`config.mk`:
```
export PLATFORM = sky130hd
export DESIGN_NAME = servo_io_function_map
export DESIGN_NICKNAME = d
export VERILOG_FILES = /design/src/io_map_pkg.sv /design/src/di_level_if.sv /design/src/di_sync.sv /design/src/servo_io_function_map.sv
export SDC_FILE = /design/constraint.sdc
export NUM_CORES = 1
export LEC_CHECK = 0
export BUFFER_PORTS_ARGS = -buffer_cell sky130_fd_sc_hd__buf_2
export CAP_MARGIN = 20
export CORE_ASPECT_RATIO = 1.2
export CORE_UTILIZATION = 60
export CTS_BUF_LIST = sky130_fd_sc_hd__clkbuf_4 sky130_fd_sc_hd__clkbuf_8
export CTS_CLUSTER_SIZE = 28
export DETAILED_ROUTE_END_ITERATION = 10
export PLACE_DENSITY = 0.8
export SETUP_SLACK_MARGIN = 0.2
export SLEW_MARGIN = 20
export SYNTH_ARGS = -nofsm -noshare
export SYNTH_HDL_FRONTEND = slang
export SYNTH_SLANG_ARGS = --single-unit
```
`constraint.sdc`:
```
create_clock -name i_ref_clk -period 3.9 [get_ports i_ref_clk]
set_input_delay 0.78 -clock i_ref_clk [delete_from_list [all_inputs] [get_ports i_ref_clk]]
set_output_delay 0.78 -clock i_ref_clk [all_outputs]
set_load 0.05 [all_outputs]
```
`src/io_map_pkg.sv`:
```
package io_map_pkg;
    localparam int NUM_DI = 8;
    localparam int NUM_DO = 4;
    localparam int NUM_GEAR = 4;
    localparam int AW = 8;
    localparam int DW = 32;
    localparam int SEL_W = 8;
    localparam int SPD_W = 16;

    // input function codes
    localparam logic [SEL_W-1:0] FN_DISABLED = 8'h00;
    localparam logic [SEL_W-1:0] FN_JOG_FWD = 8'h37;
    localparam logic [SEL_W-1:0] FN_JOG_REV = 8'h38;
    localparam logic [SEL_W-1:0] FN_GEAR_SEL0 = 8'h43;
    localparam logic [SEL_W-1:0] FN_GEAR_SEL1 = 8'h44;
    localparam logic [SEL_W-1:0] FN_INHIBIT = 8'h45;
    localparam logic [SEL_W-1:0] FN_STOP = 8'h46;

    // output function codes
    localparam logic [SEL_W-1:0] FO_READY = 8'h01;
    localparam logic [SEL_W-1:0] FO_POWER = 8'h02;
    localparam logic [SEL_W-1:0] FO_ZERO_SPD = 8'h03;
    localparam logic [SEL_W-1:0] FO_TARGET_SPD = 8'h04;

    // control mode values
    localparam logic [SEL_W-1:0] MODE_SINGLE_LO = 8'h0b;
    localparam logic [SEL_W-1:0] MODE_SINGLE_HI = 8'h11;
    localparam logic [SEL_W-1:0] MODE_DUAL_LO = 8'h12;
    localparam logic [SEL_W-1:0] MODE_DUAL_HI = 8'h14;
    localparam logic [SEL_W-1:0] MODE_PT = 8'h0b;
    localparam logic [SEL_W-1:0] MODE_PR = 8'h0c;
    localparam logic [SEL_W-1:0] MODE_PT_S = 8'h12;
    localparam logic [SEL_W-1:0] MODE_PR_S = 8'h13;
    localparam logic [SEL_W-1:0] MODE_PT_PR = 8'h14;

    // register map, byte addresses
    localparam logic [AW-1:0] REG_STRIDE = 8'h04;
    localparam logic [AW-1:0] ADDR_DI_SEL = 8'h00;
    localparam logic [AW-1:0] ADDR_DO_SEL = 8'h20;
    localparam logic [AW-1:0] ADDR_MODE = 8'h30;
    localparam logic [AW-1:0] ADDR_ZERO_THR = 8'h34;
    localparam logic [AW-1:0] ADDR_TARGET = 8'h38;
    localparam logic [AW-1:0] ADDR_JOG_SPD = 8'h3c;
    localparam logic [AW-1:0] ADDR_GEAR = 8'h40;
    localparam logic [AW-1:0] ADDR_STATUS = 8'h50;

    // reset values
    localparam logic [SEL_W-1:0] DI_SEL_RST = 8'h00;
    localparam logic [SEL_W-1:0] MODE_RST = 8'h0b;
    localparam logic [SPD_W-1:0] ZERO_THR_RST = 16'h000a;
    localparam logic [SPD_W-1:0] TARGET_RST = 16'h0000;
    localparam logic [SPD_W-1:0] JOG_SPD_RST = 16'h0000;
    localparam logic [SPD_W-1:0] GEAR_RST = 16'h0001;
    localparam logic [DW-1:0] RDATA_IDLE = 32'h0000_0000;
endpackage : io_map_pkg

```
`src/di_level_if.sv`:
```
`timescale 1ns/1ps
`default_nettype none
interface di_level_if;
    logic [io_map_pkg::NUM_DI-1:0] level;
    modport src (output level);
    modport dst (input level);
endinterface : di_level_if
`default_nettype wire

```
`src/di_sync.sv`:
```
`timescale 1ns/1ps
`default_nettype none
module di_sync (
    input  wire logic                        i_ref_clk,
    input  wire logic                        i_reset_n,
    input  wire logic [io_map_pkg::NUM_DI-1:0] i_di_pins,
    di_level_if.src                          sync_out
);
    logic [io_map_pkg::NUM_DI-1:0] meta_r;

    // meta_r feeds only the second stage; pins are asynchronous to the core clock
    always_ff @(posedge i_ref_clk)
    begin
        if (!i_reset_n)
        begin
            meta_r         <= '0;
            sync_out.level <= '0;
        end
        else
        begin
            meta_r         <= i_di_pins;
            sync_out.level <= meta_r;
        end
    end
endmodule : di_sync
`default_nettype wire

```
`src/servo_io_function_map.sv`:
```
`timescale 1ns/1ps
`default_nettype none
module servo_io_function_map (
    input  wire logic                             i_ref_clk,
    input  wire logic                             i_reset_n,
    input  wire logic [io_map_pkg::AW-1:0]        i_addr,
    input  wire logic [io_map_pkg::DW-1:0]        i_wdata,
    input  wire logic                             i_wr,
    input  wire logic                             i_rd,
    output logic      [io_map_pkg::DW-1:0]        o_rdata,
    input  wire logic [io_map_pkg::NUM_DI-1:0]    i_di_pins,
    input  wire logic                             i_mode_alt,
    input  wire logic                             i_ready_to_run,
    input  wire logic                             i_alarm,
    input  wire logic                             i_ctrl_power,
    input  wire logic [io_map_pkg::SPD_W-1:0]     i_motor_speed,
    output logic      [io_map_pkg::NUM_DO-1:0]    o_do_lines,
    output logic                                  o_jog_fwd,
    output logic                                  o_jog_rev,
    output logic      [io_map_pkg::SPD_W-1:0]     o_jog_speed,
    output logic      [1:0]                       o_gear_sel,
    output logic      [io_map_pkg::SPD_W-1:0]     o_gear_numerator,
    output logic                                  o_pulse_inhibit,
    output logic                                  o_motor_stop,
    output logic                                  o_ext_pulse_mode,
    output logic                                  o_int_pos_mode,
    output logic                                  o_dual_mode
);
    localparam int NDI = io_map_pkg::NUM_DI;
    localparam int NDO = io_map_pkg::NUM_DO;
    localparam int NG  = io_map_pkg::NUM_GEAR;
    localparam int SW  = io_map_pkg::SEL_W;
    localparam int VW  = io_map_pkg::SPD_W;

    di_level_if di_bus ();

    di_sync u_di_sync (
        .i_ref_clk (i_ref_clk),
        .i_reset_n (i_reset_n),
        .i_di_pins (i_di_pins),
        .sync_out  (di_bus.src)
    );

    logic [SW-1:0] di_sel_r  [0:NDI-1];
    logic [SW-1:0] do_sel_r  [0:NDO-1];
    logic [VW-1:0] gear_r    [0:NG-1];
    logic [SW-1:0] mode_r;
    logic [VW-1:0] zero_thr_r;
    logic [VW-1:0] target_r;
    logic [VW-1:0] jog_spd_r;
    logic          stop_prev_r;

    // address decode
    wire [NDI-1:0] di_hit;
    wire [NDO-1:0] do_hit;
    wire [NG-1:0]  gear_hit;
    wire           mode_hit   = (i_addr == io_map_pkg::ADDR_MODE);
    wire           zero_hit   = (i_addr == io_map_pkg::ADDR_ZERO_THR);
    wire           target_hit = (i_addr == io_map_pkg::ADDR_TARGET);
    wire           jog_hit    = (i_addr == io_map_pkg::ADDR_JOG_SPD);
    wire           status_hit = (i_addr == io_map_pkg::ADDR_STATUS);

    // per-line function match; a zero select never matches a function code
    wire [NDI-1:0] m_fwd;
    wire [NDI-1:0] m_rev;
    wire [NDI-1:0] m_g0;
    wire [NDI-1:0] m_g1;
    wire [NDI-1:0] m_inh;
    wire [NDI-1:0] m_stop;
    wire [NDI-1:0] line_enabled;

    function automatic logic [io_map_pkg::AW-1:0] AW8(input int idx);
        AW8 = io_map_pkg::AW'(idx) * io_map_pkg::REG_STRIDE;
    endfunction : AW8

    genvar gi;
    generate
        for (gi = 0; gi < NDI; gi++)
        begin : g_di
            assign di_hit[gi] = (i_addr == io_map_pkg::ADDR_DI_SEL + AW8(gi));
            assign line_enabled[gi] = (di_sel_r[gi] != io_map_pkg::FN_DISABLED) && di_bus.level[gi];
            assign m_fwd[gi]  = line_enabled[gi] && (di_sel_r[gi] == io_map_pkg::FN_JOG_FWD);
            assign m_rev[gi]  = line_enabled[gi] && (di_sel_r[gi] == io_map_pkg::FN_JOG_REV);
            assign m_g0[gi]   = line_enabled[gi] && (di_sel_r[gi] == io_map_pkg::FN_GEAR_SEL0);
            assign m_g1[gi]   = line_enabled[gi] && (di_sel_r[gi] == io_map_pkg::FN_GEAR_SEL1);
            assign m_inh[gi]  = line_enabled[gi] && (di_sel_r[gi] == io_map_pkg::FN_INHIBIT);
            assign m_stop[gi] = line_enabled[gi] && (di_sel_r[gi] == io_map_pkg::FN_STOP);

            always_ff @(posedge i_ref_clk)
            begin
                if (!i_reset_n)
                    di_sel_r[gi] <= io_map_pkg::DI_SEL_RST;
                else if (i_wr && di_hit[gi])
                    di_sel_r[gi] <= i_wdata[SW-1:0];
            end
        end
        for (gi = 0; gi < NDO; gi++)
        begin : g_do
            assign do_hit[gi] = (i_addr == io_map_pkg::ADDR_DO_SEL + AW8(gi));
            always_ff @(posedge i_ref_clk)
            begin
                if (!i_reset_n)
                    do_sel_r[gi] <= SW'(gi + 1);
                else if (i_wr && do_hit[gi])
                    do_sel_r[gi] <= i_wdata[SW-1:0];
            end
        end
        for (gi = 0; gi < NG; gi++)
        begin : g_gear
            assign gear_hit[gi] = (i_addr == io_map_pkg::ADDR_GEAR + AW8(gi));
            always_ff @(posedge i_ref_clk)
            begin
                if (!i_reset_n)
                    gear_r[gi] <= io_map_pkg::GEAR_RST;
                else if (i_wr && gear_hit[gi])
                    gear_r[gi] <= i_wdata[VW-1:0];
            end
        end
    endgenerate

    always_ff @(posedge i_ref_clk)
    begin
        if (!i_reset_n)
        begin
            mode_r     <= io_map_pkg::MODE_RST;
            zero_thr_r <= io_map_pkg::ZERO_THR_RST;
            target_r   <= io_map_pkg::TARGET_RST;
            jog_spd_r  <= io_map_pkg::JOG_SPD_RST;
        end
        else if (i_wr)
        begin
            if (mode_hit)
                mode_r <= i_wdata[SW-1:0];
            if (zero_hit)
                zero_thr_r <= i_wdata[VW-1:0];
            if (target_hit)
                target_r <= i_wdata[VW-1:0];
            if (jog_hit)
                jog_spd_r <= i_wdata[VW-1:0];
        end
    end

    // mode classification; i_mode_alt only counts in a dual mode
    wire single_mode = (mode_r >= io_map_pkg::MODE_SINGLE_LO) && (mode_r <= io_map_pkg::MODE_SINGLE_HI);
    wire dual_mode   = (mode_r >= io_map_pkg::MODE_DUAL_LO) && (mode_r <= io_map_pkg::MODE_DUAL_HI);
    wire alt_sel     = dual_mode && i_mode_alt;
    wire pt_mode     = (single_mode && (mode_r == io_map_pkg::MODE_PT))
                     || (((mode_r == io_map_pkg::MODE_PT_S) || (mode_r == io_map_pkg::MODE_PT_PR)) && !alt_sel);
    wire pr_mode     = (single_mode && (mode_r == io_map_pkg::MODE_PR))
                     || ((mode_r == io_map_pkg::MODE_PR_S) && !alt_sel)
                     || ((mode_r == io_map_pkg::MODE_PT_PR) && alt_sel);

    // input functions; gear select and inhibit gated by pt_mode, stop by pr_mode, jog in every mode
    wire       fwd_lvl  = |m_fwd;
    wire       rev_lvl  = |m_rev;
    wire [1:0] gsel_nxt = pt_mode ? {|m_g1, |m_g0} : 2'h0;
    wire       inh_nxt  = pt_mode && (|m_inh);
    wire       stop_lvl = pr_mode && (|m_stop);
    wire       stop_nxt = stop_lvl && !stop_prev_r;

    // output functions
    wire ready_st  = i_ready_to_run && !i_alarm;
    wire zero_st   = (i_motor_speed <= zero_thr_r);
    wire target_st = (i_motor_speed >= target_r);
    wire [NDO-1:0] do_nxt;

    generate
        for (gi = 0; gi < NDO; gi++)
        begin : g_do_fn
            assign do_nxt[gi] = ((do_sel_r[gi] == io_map_pkg::FO_READY) && ready_st)
                              || ((do_sel_r[gi] == io_map_pkg::FO_POWER) && i_ctrl_power)
                              || ((do_sel_r[gi] == io_map_pkg::FO_ZERO_SPD) && zero_st)
                              || ((do_sel_r[gi] == io_map_pkg::FO_TARGET_SPD) && target_st);
        end
    endgenerate

    // every level function is recomputed each cycle, so it drops with its input
    always_ff @(posedge i_ref_clk)
    begin
        if (!i_reset_n)
        begin
            o_jog_fwd        <= 1'b0;
            o_jog_rev        <= 1'b0;
            o_gear_sel       <= 2'h0;
            o_pulse_inhibit  <= 1'b0;
            o_motor_stop     <= 1'b0;
            stop_prev_r      <= 1'b0;
            o_do_lines       <= '0;
            o_ext_pulse_mode <= 1'b0;
            o_int_pos_mode   <= 1'b0;
            o_dual_mode      <= 1'b0;
        end
        else
        begin
            o_jog_fwd        <= fwd_lvl;
            o_jog_rev        <= rev_lvl;
            o_gear_sel       <= gsel_nxt;
            o_pulse_inhibit  <= inh_nxt;
            o_motor_stop     <= stop_nxt;
            stop_prev_r      <= stop_lvl;
            o_do_lines       <= do_nxt;
            o_ext_pulse_mode <= pt_mode;
            o_int_pos_mode   <= pr_mode;
            o_dual_mode      <= dual_mode;
        end
    end

    // speed and numerator follow their selectors; reset loads JOG_SPD_RST and GEAR_RST
    always_ff @(posedge i_ref_clk)
    begin
        if (!i_reset_n)
        begin
            o_jog_speed      <= io_map_pkg::JOG_SPD_RST;
            o_gear_numerator <= io_map_pkg::GEAR_RST;
        end
        else
        begin
            o_jog_speed      <= jog_spd_r;
            o_gear_numerator <= gear_r[gsel_nxt];
        end
    end

    // read side: data only in the cycle after the strobe, zero otherwise
    logic [io_map_pkg::DW-1:0] rd_nxt;
    wire  [io_map_pkg::DW-1:0] status_word = {
        {(io_map_pkg::DW - NDO - 9){1'b0}}, o_dual_mode, o_int_pos_mode, o_ext_pulse_mode,
        o_do_lines, o_motor_stop, o_pulse_inhibit, o_gear_sel, o_jog_rev, o_jog_fwd};

    always_comb
    begin
        rd_nxt = io_map_pkg::RDATA_IDLE;
        for (int k = 0; k < NDI; k++)
            if (di_hit[k])
                rd_nxt = {{(io_map_pkg::DW - SW){1'b0}}, di_sel_r[k]};
        for (int k = 0; k < NDO; k++)
            if (do_hit[k])
                rd_nxt = {{(io_map_pkg::DW - SW){1'b0}}, do_sel_r[k]};
        for (int k = 0; k < NG; k++)
            if (gear_hit[k])
                rd_nxt = {{(io_map_pkg::DW - VW){1'b0}}, gear_r[k]};
        if (mode_hit)
            rd_nxt = {{(io_map_pkg::DW - SW){1'b0}}, mode_r};
        if (zero_hit)
            rd_nxt = {{(io_map_pkg::DW - VW){1'b0}}, zero_thr_r};
        if (target_hit)
            rd_nxt = {{(io_map_pkg::DW - VW){1'b0}}, target_r};
        if (jog_hit)
            rd_nxt = {{(io_map_pkg::DW - VW){1'b0}}, jog_spd_r};
        if (status_hit)
            rd_nxt = status_word;
        if (!i_rd)
            rd_nxt = io_map_pkg::RDATA_IDLE;
    end

    always_ff @(posedge i_ref_clk)
    begin
        if (!i_reset_n)
            o_rdata <= io_map_pkg::RDATA_IDLE;
        else
            o_rdata <= rd_nxt;
    end
endmodule : servo_io_function_map
`default_nettype wire

```
==> impl_results.md, run 1 <==
- GRT Util Overall: between 30 and 40%
- Simple-Gate Fraction of Synth Area: around a quarter
- Yosys cell types: 87
- Power Dens Cells: a little over 400 mW/mm^2
- CP Max Fanout: 17
- Final Hold Vio Count: 0
- DIE WIDTH: ~140 um
- Via count: ~12,000
- Final setup vio count: 0
- Vias/cell: 6.368
- Multi-input logic area: 0.006495 mm^2
- CTS root buf: clkbuf_8
- Worst-path cell chain: nor4b_1 > nor3b_1 > nor4_4 > buf_4 > nor2_4 > buf_4 > mux2i_1 > o22ai_2
- Initial cell density of the core: slightly above 60%
- Post-synthesis mux area share: between 2 and 3%
- Global-route wire length before repair: around 70 mm
- Startpoint Class: flop
- Top Usage Layer GRT: met2
- Post-layout minimum cycle time: 3.081 ns
- Max_slew headroom: slightly below 40%
- Setup WS post-layout: a little over 0.8 ns
- Syn avg cell area: approximately 10 um^2
- DP HPWL: ~35 mm
- Main combinational cell family by area after synthesis: simple AND/OR/NAND/NOR gates
- Die height: about 170 um
- Hold Path Class: flop to flop
- Clock transition at path regs: 0.06 ns
- Post-synth top area share: between 30% and 40%
- Remaining global-route overflow: 0
- Cells after Synth: 1,429
- Max Cap Violations: 0
- Pin count of the biggest net entering global routing: 44
- Seq/Total Area, Yosys: between 50% and 60%
- Grt met2 use: about 64%
- RePlAce Congestion: slightly above 1
- Num CTS Buffers: 45
- Max Root-Sink Buffers: 3
- Htree depth: 2
- Routed WL per cell: roughly 25 um
- Layout cell share with drive strength beyond 1: around 19%
- Async SR Flop Fraction: 0%
- Hold_buf cts: 0
- Clock Latency Late Sink: ~0.57 ns
- Xor and xnor area share after synthesis: 0%
- RSZ-0062 raised after global routing: false
- Crit end category: flop
- Commonest non-fill, non-tap cells in the layout: and2_1, nand2_1, edfxtp_1
- Worst VDD drop: roughly 0.34 mV
- Area contributors post-synth: edfxtp_1, dfxtp_1, and2_1
- Crit path max-delay family: simple AND/OR/NAND/NOR gates
- Post-CTS Setup Bufs: 0
- Most common cell after layout, fill and taps aside: and2_1
- IO buf count: approximately 120
- P_leak: approximately 6.1 nW
- Vias in the first global route: roughly 12,000
- CP max-delay cell: nor4b_1
- Area fraction in compound gates after synthesis: approximately 15%
- Post-CTS Resized: 0
- Cell taking the most area after synthesis: edfxtp_1
- Mapped Area: 0.01456 mm^2
- TritonRoute pass-1 iters: 6
- Critical path's largest stage delay: ~0.52 ns
- EDFF count, synth: between 150 and 200
- FF+latch count, synth: a little under 300
- WL final: approximately 48 mm
- Crit path DAT: about 3.5 ns
- Util after Layout: between 60% and 70%
- Setup_tns: 0 ns
- Antenna-violating nets left: 0
- GR Layer Usage met1: roughly 45%
- Dpl cells: approximately 1,800
- Antenna violations before repair: 1
- Filler cell count in the final layout: approximately 1,900
- DRC violations left: 0
- Clock sink total: 294
- Fin Clk Skew: between 0.015 and 0.02 ns
- Buf/Inv on CP: 2
- Non-filler instance count after layout: approximately 1,900
- Pins over their slew limit: 0
- Post-synthesis adder-cell area fraction: 2.750%
- Core area: approximately 0.024 mm^2
- Kind of critical path: flop to flop
- Initial DRC count: ~1,100
- Nets@finish: roughly 1,700
- F_max: between 300 and 400 MHz
- Yosys warns: 0
- Die area: 0.02490 mm^2
- CTS tree: built
- Setup Slack @ Placement: approximately 0.76 ns
- Post-synth top flop: edfxtp_1
- Required time of the critical path: 4.31 ns
- Period utilisation layout: just under 80%
- Measured slew at the worst slew-check pin: roughly 0.9 ns
- Row cnt: a little over 60
- Met3 Use GR: between 6 and 7%
- Area Overhead vs Synth: 13.75%
- Crit-path most repeated cell: buf_4
- Total power draw: about 6.8 mW
- Reg area: between 0.007 and 0.008 mm^2
- Status: complete, no violations
- I/O Pins: roughly 150
- # diodes: 0
## metrics by stage
stage	cell area, um^2	hold slack (ns)
4_1_cts	16560	0.3868
3_5_place_dp	15550	0.3780
2_1_floorplan	14620	0.3674
6_report	16560	0.3858
5_1_grt	16560	0.4160
3_3_place_gp	15550	0.3734
## worst paths after layout
| path | startpoint | end | slack, ns | depth (start not counted) |
|---|---|---|---|---|
| max reg2reg | di_sel_r[1][29] | o_gear_numerator[13] | 0.82 | 8 |
| min | stop_prev_r | o_motor_stop | 0.39 | 1 |
| max | di_sel_r[1][29] | o_gear_numerator[13] | 0.82 | 8 |
| min reg2reg | stop_prev_r | o_motor_stop | 0.39 | 1 |
## power by group
group | internal [mW] | leakage (nW) | switching [mW]
logic | 0.153 | 2.95 | 0.353
clock network | 1.59 | 0.540 | 1.21
registers | 3.37 | 2.61 | 0.105
## worst register-to-register path: cells and delay by family (launching register included)
family / cells / cell delay, ns
AOI/OAI and AO/OA: 1 / 0.10
buffers and inverters: 2 / 0.61
DFF: 1 / 0.44
muxes: 1 / 0.25
and+or+nand+nor: 4 / 1.53
## synth_stat cells, types with 8 or more instances
cell type	number
edfxtp_1	160
nor2_1	62
nor2b_1	9
buf_4	22
buf_2	24
nor3b_1	15
clkbuf_1	41
mux2i_1	24
nand3_1	27
dfxtp_1	134
ha_1	32
inv_1	43
nor4_1	8
nand4_1	11
a22oi_1	30
nand2b_1	9
a31oi_1	15
or3_1	12
o22ai_1	46
and2_1	186
a21o_1	11
o21ai_0	50
nor3_1	17
nand2_1	173
a21oi_1	83
o22ai_2	9
o211ai_1	12
mux2_2	8
a221oi_1	10
nor4b_1	8
o21a_1	9
## kinds of logic (layout without fill, tap and decap cells)
| family | Yosys count | in the layout |
|---|---|---|
| adder cells (fa/ha/maj) | 32 | 32 |
| AO/OA/AOI/OAI | 327 | 327 |
| multiplexers | 37 | 37 |
| buffers and inverters | 135 | 300 |
| flip-flops | 294 | 294 |
| other | 1 | 16 |
| AND/OR/NAND/NOR | 603 | 603 |
## registers in the layout, indices dropped and copies added, names as in the netlist, 16 cells and up
signal            cells
di_sel_r             64
gear_r               64
do_sel_r             32
jog_spd_r            16
o_gear_numerator     16
o_jog_speed          16
o_rdata              16
target_r             16
zero_thr_r           16
## area by class of cell
class | instances | area share [%]
Clock buffer | 77 | 5.681
Clock inverter | 7 | 0.4230
Inverter | 43 | 0.9745
Multi-Input combinational cell | 1015 | 39.21
Sequential cell | 294 | 45.20
Tap cell | 320 | 2.417
Timing Repair Buffer | 173 | 6.089
## metal layers
| metal | vias to the layer above | share of wire, % |
|---|---|---|
| met1 | 5767 | 34 |
| met5 | - | 0.036 |
| met4 | 2 | 8.5 |
| met3 | 230 | 9.4 |
| met2 | 790 | 48 |
| li1 | 5494 | - |
(Power assumes the default switching activity.)
==> run 2, diff against run 1 <==
--- a/config.mk
+++ b/config.mk
@@ -5,14 +5,15 @@
 export SDC_FILE = /design/constraint.sdc
 export NUM_CORES = 1
 export LEC_CHECK = 0
+export ABC_AREA = 1
 export BUFFER_PORTS_ARGS = -buffer_cell sky130_fd_sc_hd__buf_2
 export CAP_MARGIN = 20
 export CORE_ASPECT_RATIO = 1.2
-export CORE_UTILIZATION = 60
+export CORE_UTILIZATION = 55
 export CTS_BUF_LIST = sky130_fd_sc_hd__clkbuf_4 sky130_fd_sc_hd__clkbuf_8
 export CTS_CLUSTER_SIZE = 28
 export DETAILED_ROUTE_END_ITERATION = 10
-export PLACE_DENSITY = 0.8
+export PLACE_DENSITY = 0.77
 export SETUP_SLACK_MARGIN = 0.2
 export SLEW_MARGIN = 20
 export SYNTH_ARGS = -nofsm -noshare
==> constraint.sdc (replaced) <==
create_clock -name i_ref_clk -period 2.6 [get_ports i_ref_clk]
set_input_delay 0.52 -clock i_ref_clk [delete_from_list [all_inputs] [get_ports i_ref_clk]]
set_output_delay 0.52 -clock i_ref_clk [all_outputs]
set_load 0.05 [all_outputs]
==> run 2 against run 1 <==
Net effect: cell count is 22% higher; sequential power rose by 49%; clock skew increased by 0.021 ns; via count grew 8.8%; critical path depth increased by 5; clock-buffer cell count down 3; maximum frequency is 27% higher; synthesized area down 0.84%; largest power group unchanged; highest routed layer is now met4.
==> impl_results.md, run 2 <==
- Comb pwr share: 7.8% (+0.3 points)
- Syn avg cell area: 8.270 um^2 (-19%)
- Post-synth top area share: 33.28% (+0.28 points)
- Fin Clk Skew: 0.03799 ns (+0.02104 ns)
- Max_slew headroom: 50.80% (+11 points)
- Min-delay src: i_di_pins[4]
- R2R Setup Slk: 0.17 ns (-0.65 ns)
- Routed WL per cell: 18.86 um (-24%)
- Clock Latency Late Sink: 0.59 ns (+0.02 ns)
- Vias in the first global route: 12,530 (+3.5%)
- Seq/Total Area, Yosys: 51.85% (+0.44 points)
- Clock sink total: 294 (unchanged)
- DIE WIDTH: 149.9 um (+4.0%)
- Setup_tns: 0 ns (unchanged)
- TritonRoute pass-1 iters: 7 (+1)
- F_max: 412.2 MHz (+27%)
- Cells after Synth: 1,746 (+22%)
- Via count: 13,370 (+8.8%)
- Async SR Flop Fraction: 0% (unchanged)
- Core area: 0.02562 mm^2 (+7.2%)
- Worst VDD drop: 0.4475 mV (+31%)
- Hold_buf cts: 0 (unchanged)
- Final setup vio count: 0 (unchanged)
- Vias/cell: 5.676 (-11%)
- Post-synth top cells: nand2_1, nor2_1, inv_1, edfxtp_1, dfxtp_1
- Commonest non-fill, non-tap cells in the layout: nand2_1, nor2_1, inv_1
- Nets@finish: 2,091 (+25%)
- GRT Util Overall: 32.54% (-6.4 points)
- RSZ-0062 raised after global routing: true
- Hold endpoint: u_di_sync.meta_r[4]
- Worst reg2reg path endpoint: o_gear_numerator[7]
- Yosys cell types: 57 (-34%)
- Die height: 179.5 um (+4.0%)
- Initial DRC count: 1,218 (+6.7%)
- IO buf count: 116 (unchanged)
- Die area: 0.02691 mm^2 (+8.1%)
- R2r startpoint: di_sel_r[0][16]
- Cell taking the most area after synthesis: edfxtp_1
- Required time of the critical path: 3.04 ns (-1.27 ns)
- Remaining global-route overflow: 0 (unchanged)
- Count leader, synth: nand2_1
- FF+latch count, synth: 294 (unchanged)
- Reg power frac: 50.2% (-1.0 points)
- Regs by FF count: di_sel_r x64, gear_r x64, do_sel_r x32
- Yosys warns: 0 (unchanged)
- Initial cell density of the core: 56.35% (-4.6 points)
- Clock Power Share: 42.0% (+0.7 points)
- Row cnt: 64 (+3.2%)
- Htree depth: 2 (unchanged)
- WL final: 44.42 mm (-6.7%)
- Mapped Area: 0.01444 mm^2 (-0.84%)
- Reg area: 0.007487 mm^2 (unchanged)
- Area Overhead vs Synth: 20.58%
- Pin count of the biggest net entering global routing: 75 (+70%)
- Antenna violations before repair: 0 (-1)
- DRC violations left: 0 (unchanged)
- Pins over their slew limit: 0 (unchanged)
- Crit path DAT: 2.87 ns (-0.62 ns)
- Status: complete, no violations
- Switching part of the total: 24.78% (+0.16 points)
- Post-layout minimum cycle time: 2.426 ns (-0.6546 ns)
- Final Hold Vio Count: 0 (unchanged)
- Hold Path Stages: 3 (+2)
- Filler cell count in the final layout: 2,110 (+10%)
- R2R depth: 13 (+5)
- Hold Path Class: input port to flop
- Period utilisation layout: 93.30% (+14 points)
- RePlAce Congestion: 0.9753 (-3.0%)
- Startpoint Class: flop
- I/O Pins: 149 (unchanged)
- Sw Pwr: 2.551 mW (+53%)
- Power Dens Cells: 591.5 mW/mm^2 (+44%)
- Crit end category: flop
- Layout cell share with drive strength beyond 1: 21.04% (+1.8 points)
- Dpl cells: 2,244 (+22%)
- Max Cap Violations: 0 (unchanged)
- Pint: 7.746 mW (+52%)
- # diodes: 0 (unchanged)
- Kind of critical path: flop to flop
- CP Max Fanout: 12 (-5)
- Post-synth top flop: edfxtp_1
- Most common cell after layout, fill and taps aside: nand2_1
- Global-route wire length before repair: 66.61 mm (-5.7%)
- Max Root-Sink Buffers: 3 (unchanged)
- Area contributors post-synth: edfxtp_1, dfxtp_1, nand2_1
- DP HPWL: 31.47 mm (-8.9%)
- Clock transition at path regs: 0.06 ns (about the same)
- CTS root buf: clkbuf_8
- Antenna-violating nets left: 0 (unchanged)
- Measured slew at the worst slew-check pin: 0.7194 ns (-0.1844 ns)
- EDFF count, synth: 160 (unchanged)
- Num CTS Buffers: 46 (+2.2%)
- CTS tree: built
- Multi-input logic area: 0.005828 mm^2 (-10%)
- Non-filler instance count after layout: 2,355 (+22%)
- P_leak: 7.479 nW (+23%)
==> run 2: cell types whose count changed after synthesis, sizes merged, moves of 18 or more <==
cell / change
o21ai: +65
nand3: +52
a21oi: +29
o22ai: -52
nor2: +226
nor3: +23
nand2: +140
buf: -18
inv: +195
and2: -183
a22oi: -30
mux2i: -24
nand4: +40
==> run 2: stage by stage <==
stage               hold WS (ns)  utilization [%]  power (mW)  cell area (um^2)  setup slack (ns)
detailed placement        0.3874            62.42       6.010             16000           -0.1537
global route              0.1237            67.94       10.59             17410            0.1357
floorplan                 0.3763                -       5.694             14510            0.2410
CTS                       0.1171            66.58       10.27             17060            0.2468
global placement          0.3808            62.42       5.990             16000           -0.1119
finish                    0.1384            67.94       10.30             17410            0.1741
==> run 2: layer usage <==
layer  global-route usage (%)  wire [um]
met1                    42.45      17430
met3                    6.066       4528
met4                    15.35       2029
met2                    51.96      20430
met5                        0          0
==> run 2: critical path, stage by stage, from the launching register on <==
cell      delay (ns)
edfxtp_1        0.46
inv_2           0.10
nand2_2         0.07
nor3_2          0.10
nand3_1         0.11
nand2_2         0.13
nor3_1          0.07
nor4_2          0.36
nand2_1         0.19
nand2_4         0.16
clkinv_8        0.10
buf_4           0.15
o221ai_2        0.19
nand2_2         0.10
==> run 2: cells by family (layout without fill, tap and decap cells) <==
family                   count (synthesis)  count (layout)  share of synthesized area, %
AND/OR/NAND/NOR                        814             815                         24.43
AO/OA/AOI/OAI                          286             286                         11.77
adder cells (fa/ha/maj)                 32              32                         2.773
buffers and inverters                  319             582                         9.151
other                                    1              16                       0.02597
flip-flops                             294             294                         51.85
==> run 2: layout make-up <==
class | instances | area share [%]
inverters | 246 | 5.376
repair buffers | 249 | 9.759
multi-input cells | 1149 | 33.47
flip-flops and latches | 294 | 43.00
clock inverters | 12 | 0.6540
clock buffers | 74 | 5.311
repair inverters | 1 | 0.05031
well taps | 330 | 2.372
==> run 2: what timing repair did <==
action                                  CTS  global route
setup buffers                             2            19
pin swaps                                 0            13
gates cloned                              0             4
endpoints found under the setup margin    8            23
gates resized for setup                   3            34
==> run 2: worst max-delay path by stage <==
stage	startpoint	end	slack, ns
global route	di_sel_r[0][16]	o_gear_numerator[7]	0.14
CTS	di_sel_r[1][17]	o_gear_numerator[4]	0.25
detailed placement	i_addr[4]	o_rdata[7]	-0.15
floorplan	i_addr[1]	gear_r[0][0]	0.24
global placement	i_addr[4]	o_rdata[7]	-0.11
finish	di_sel_r[0][16]	o_gear_numerator[7]	0.17
==> run 2: power groups by stage <==
stage	combinational (mW)	sequential (mW)	clock [mW]
3_3_place_gp	0.732	5.26	0
4_1_cts	0.753	5.16	4.35
5_1_grt	0.862	5.18	4.55
6_report	0.803	5.17	4.33
2_1_floorplan	0.402	5.29	0
3_5_place_dp	0.747	5.26	0
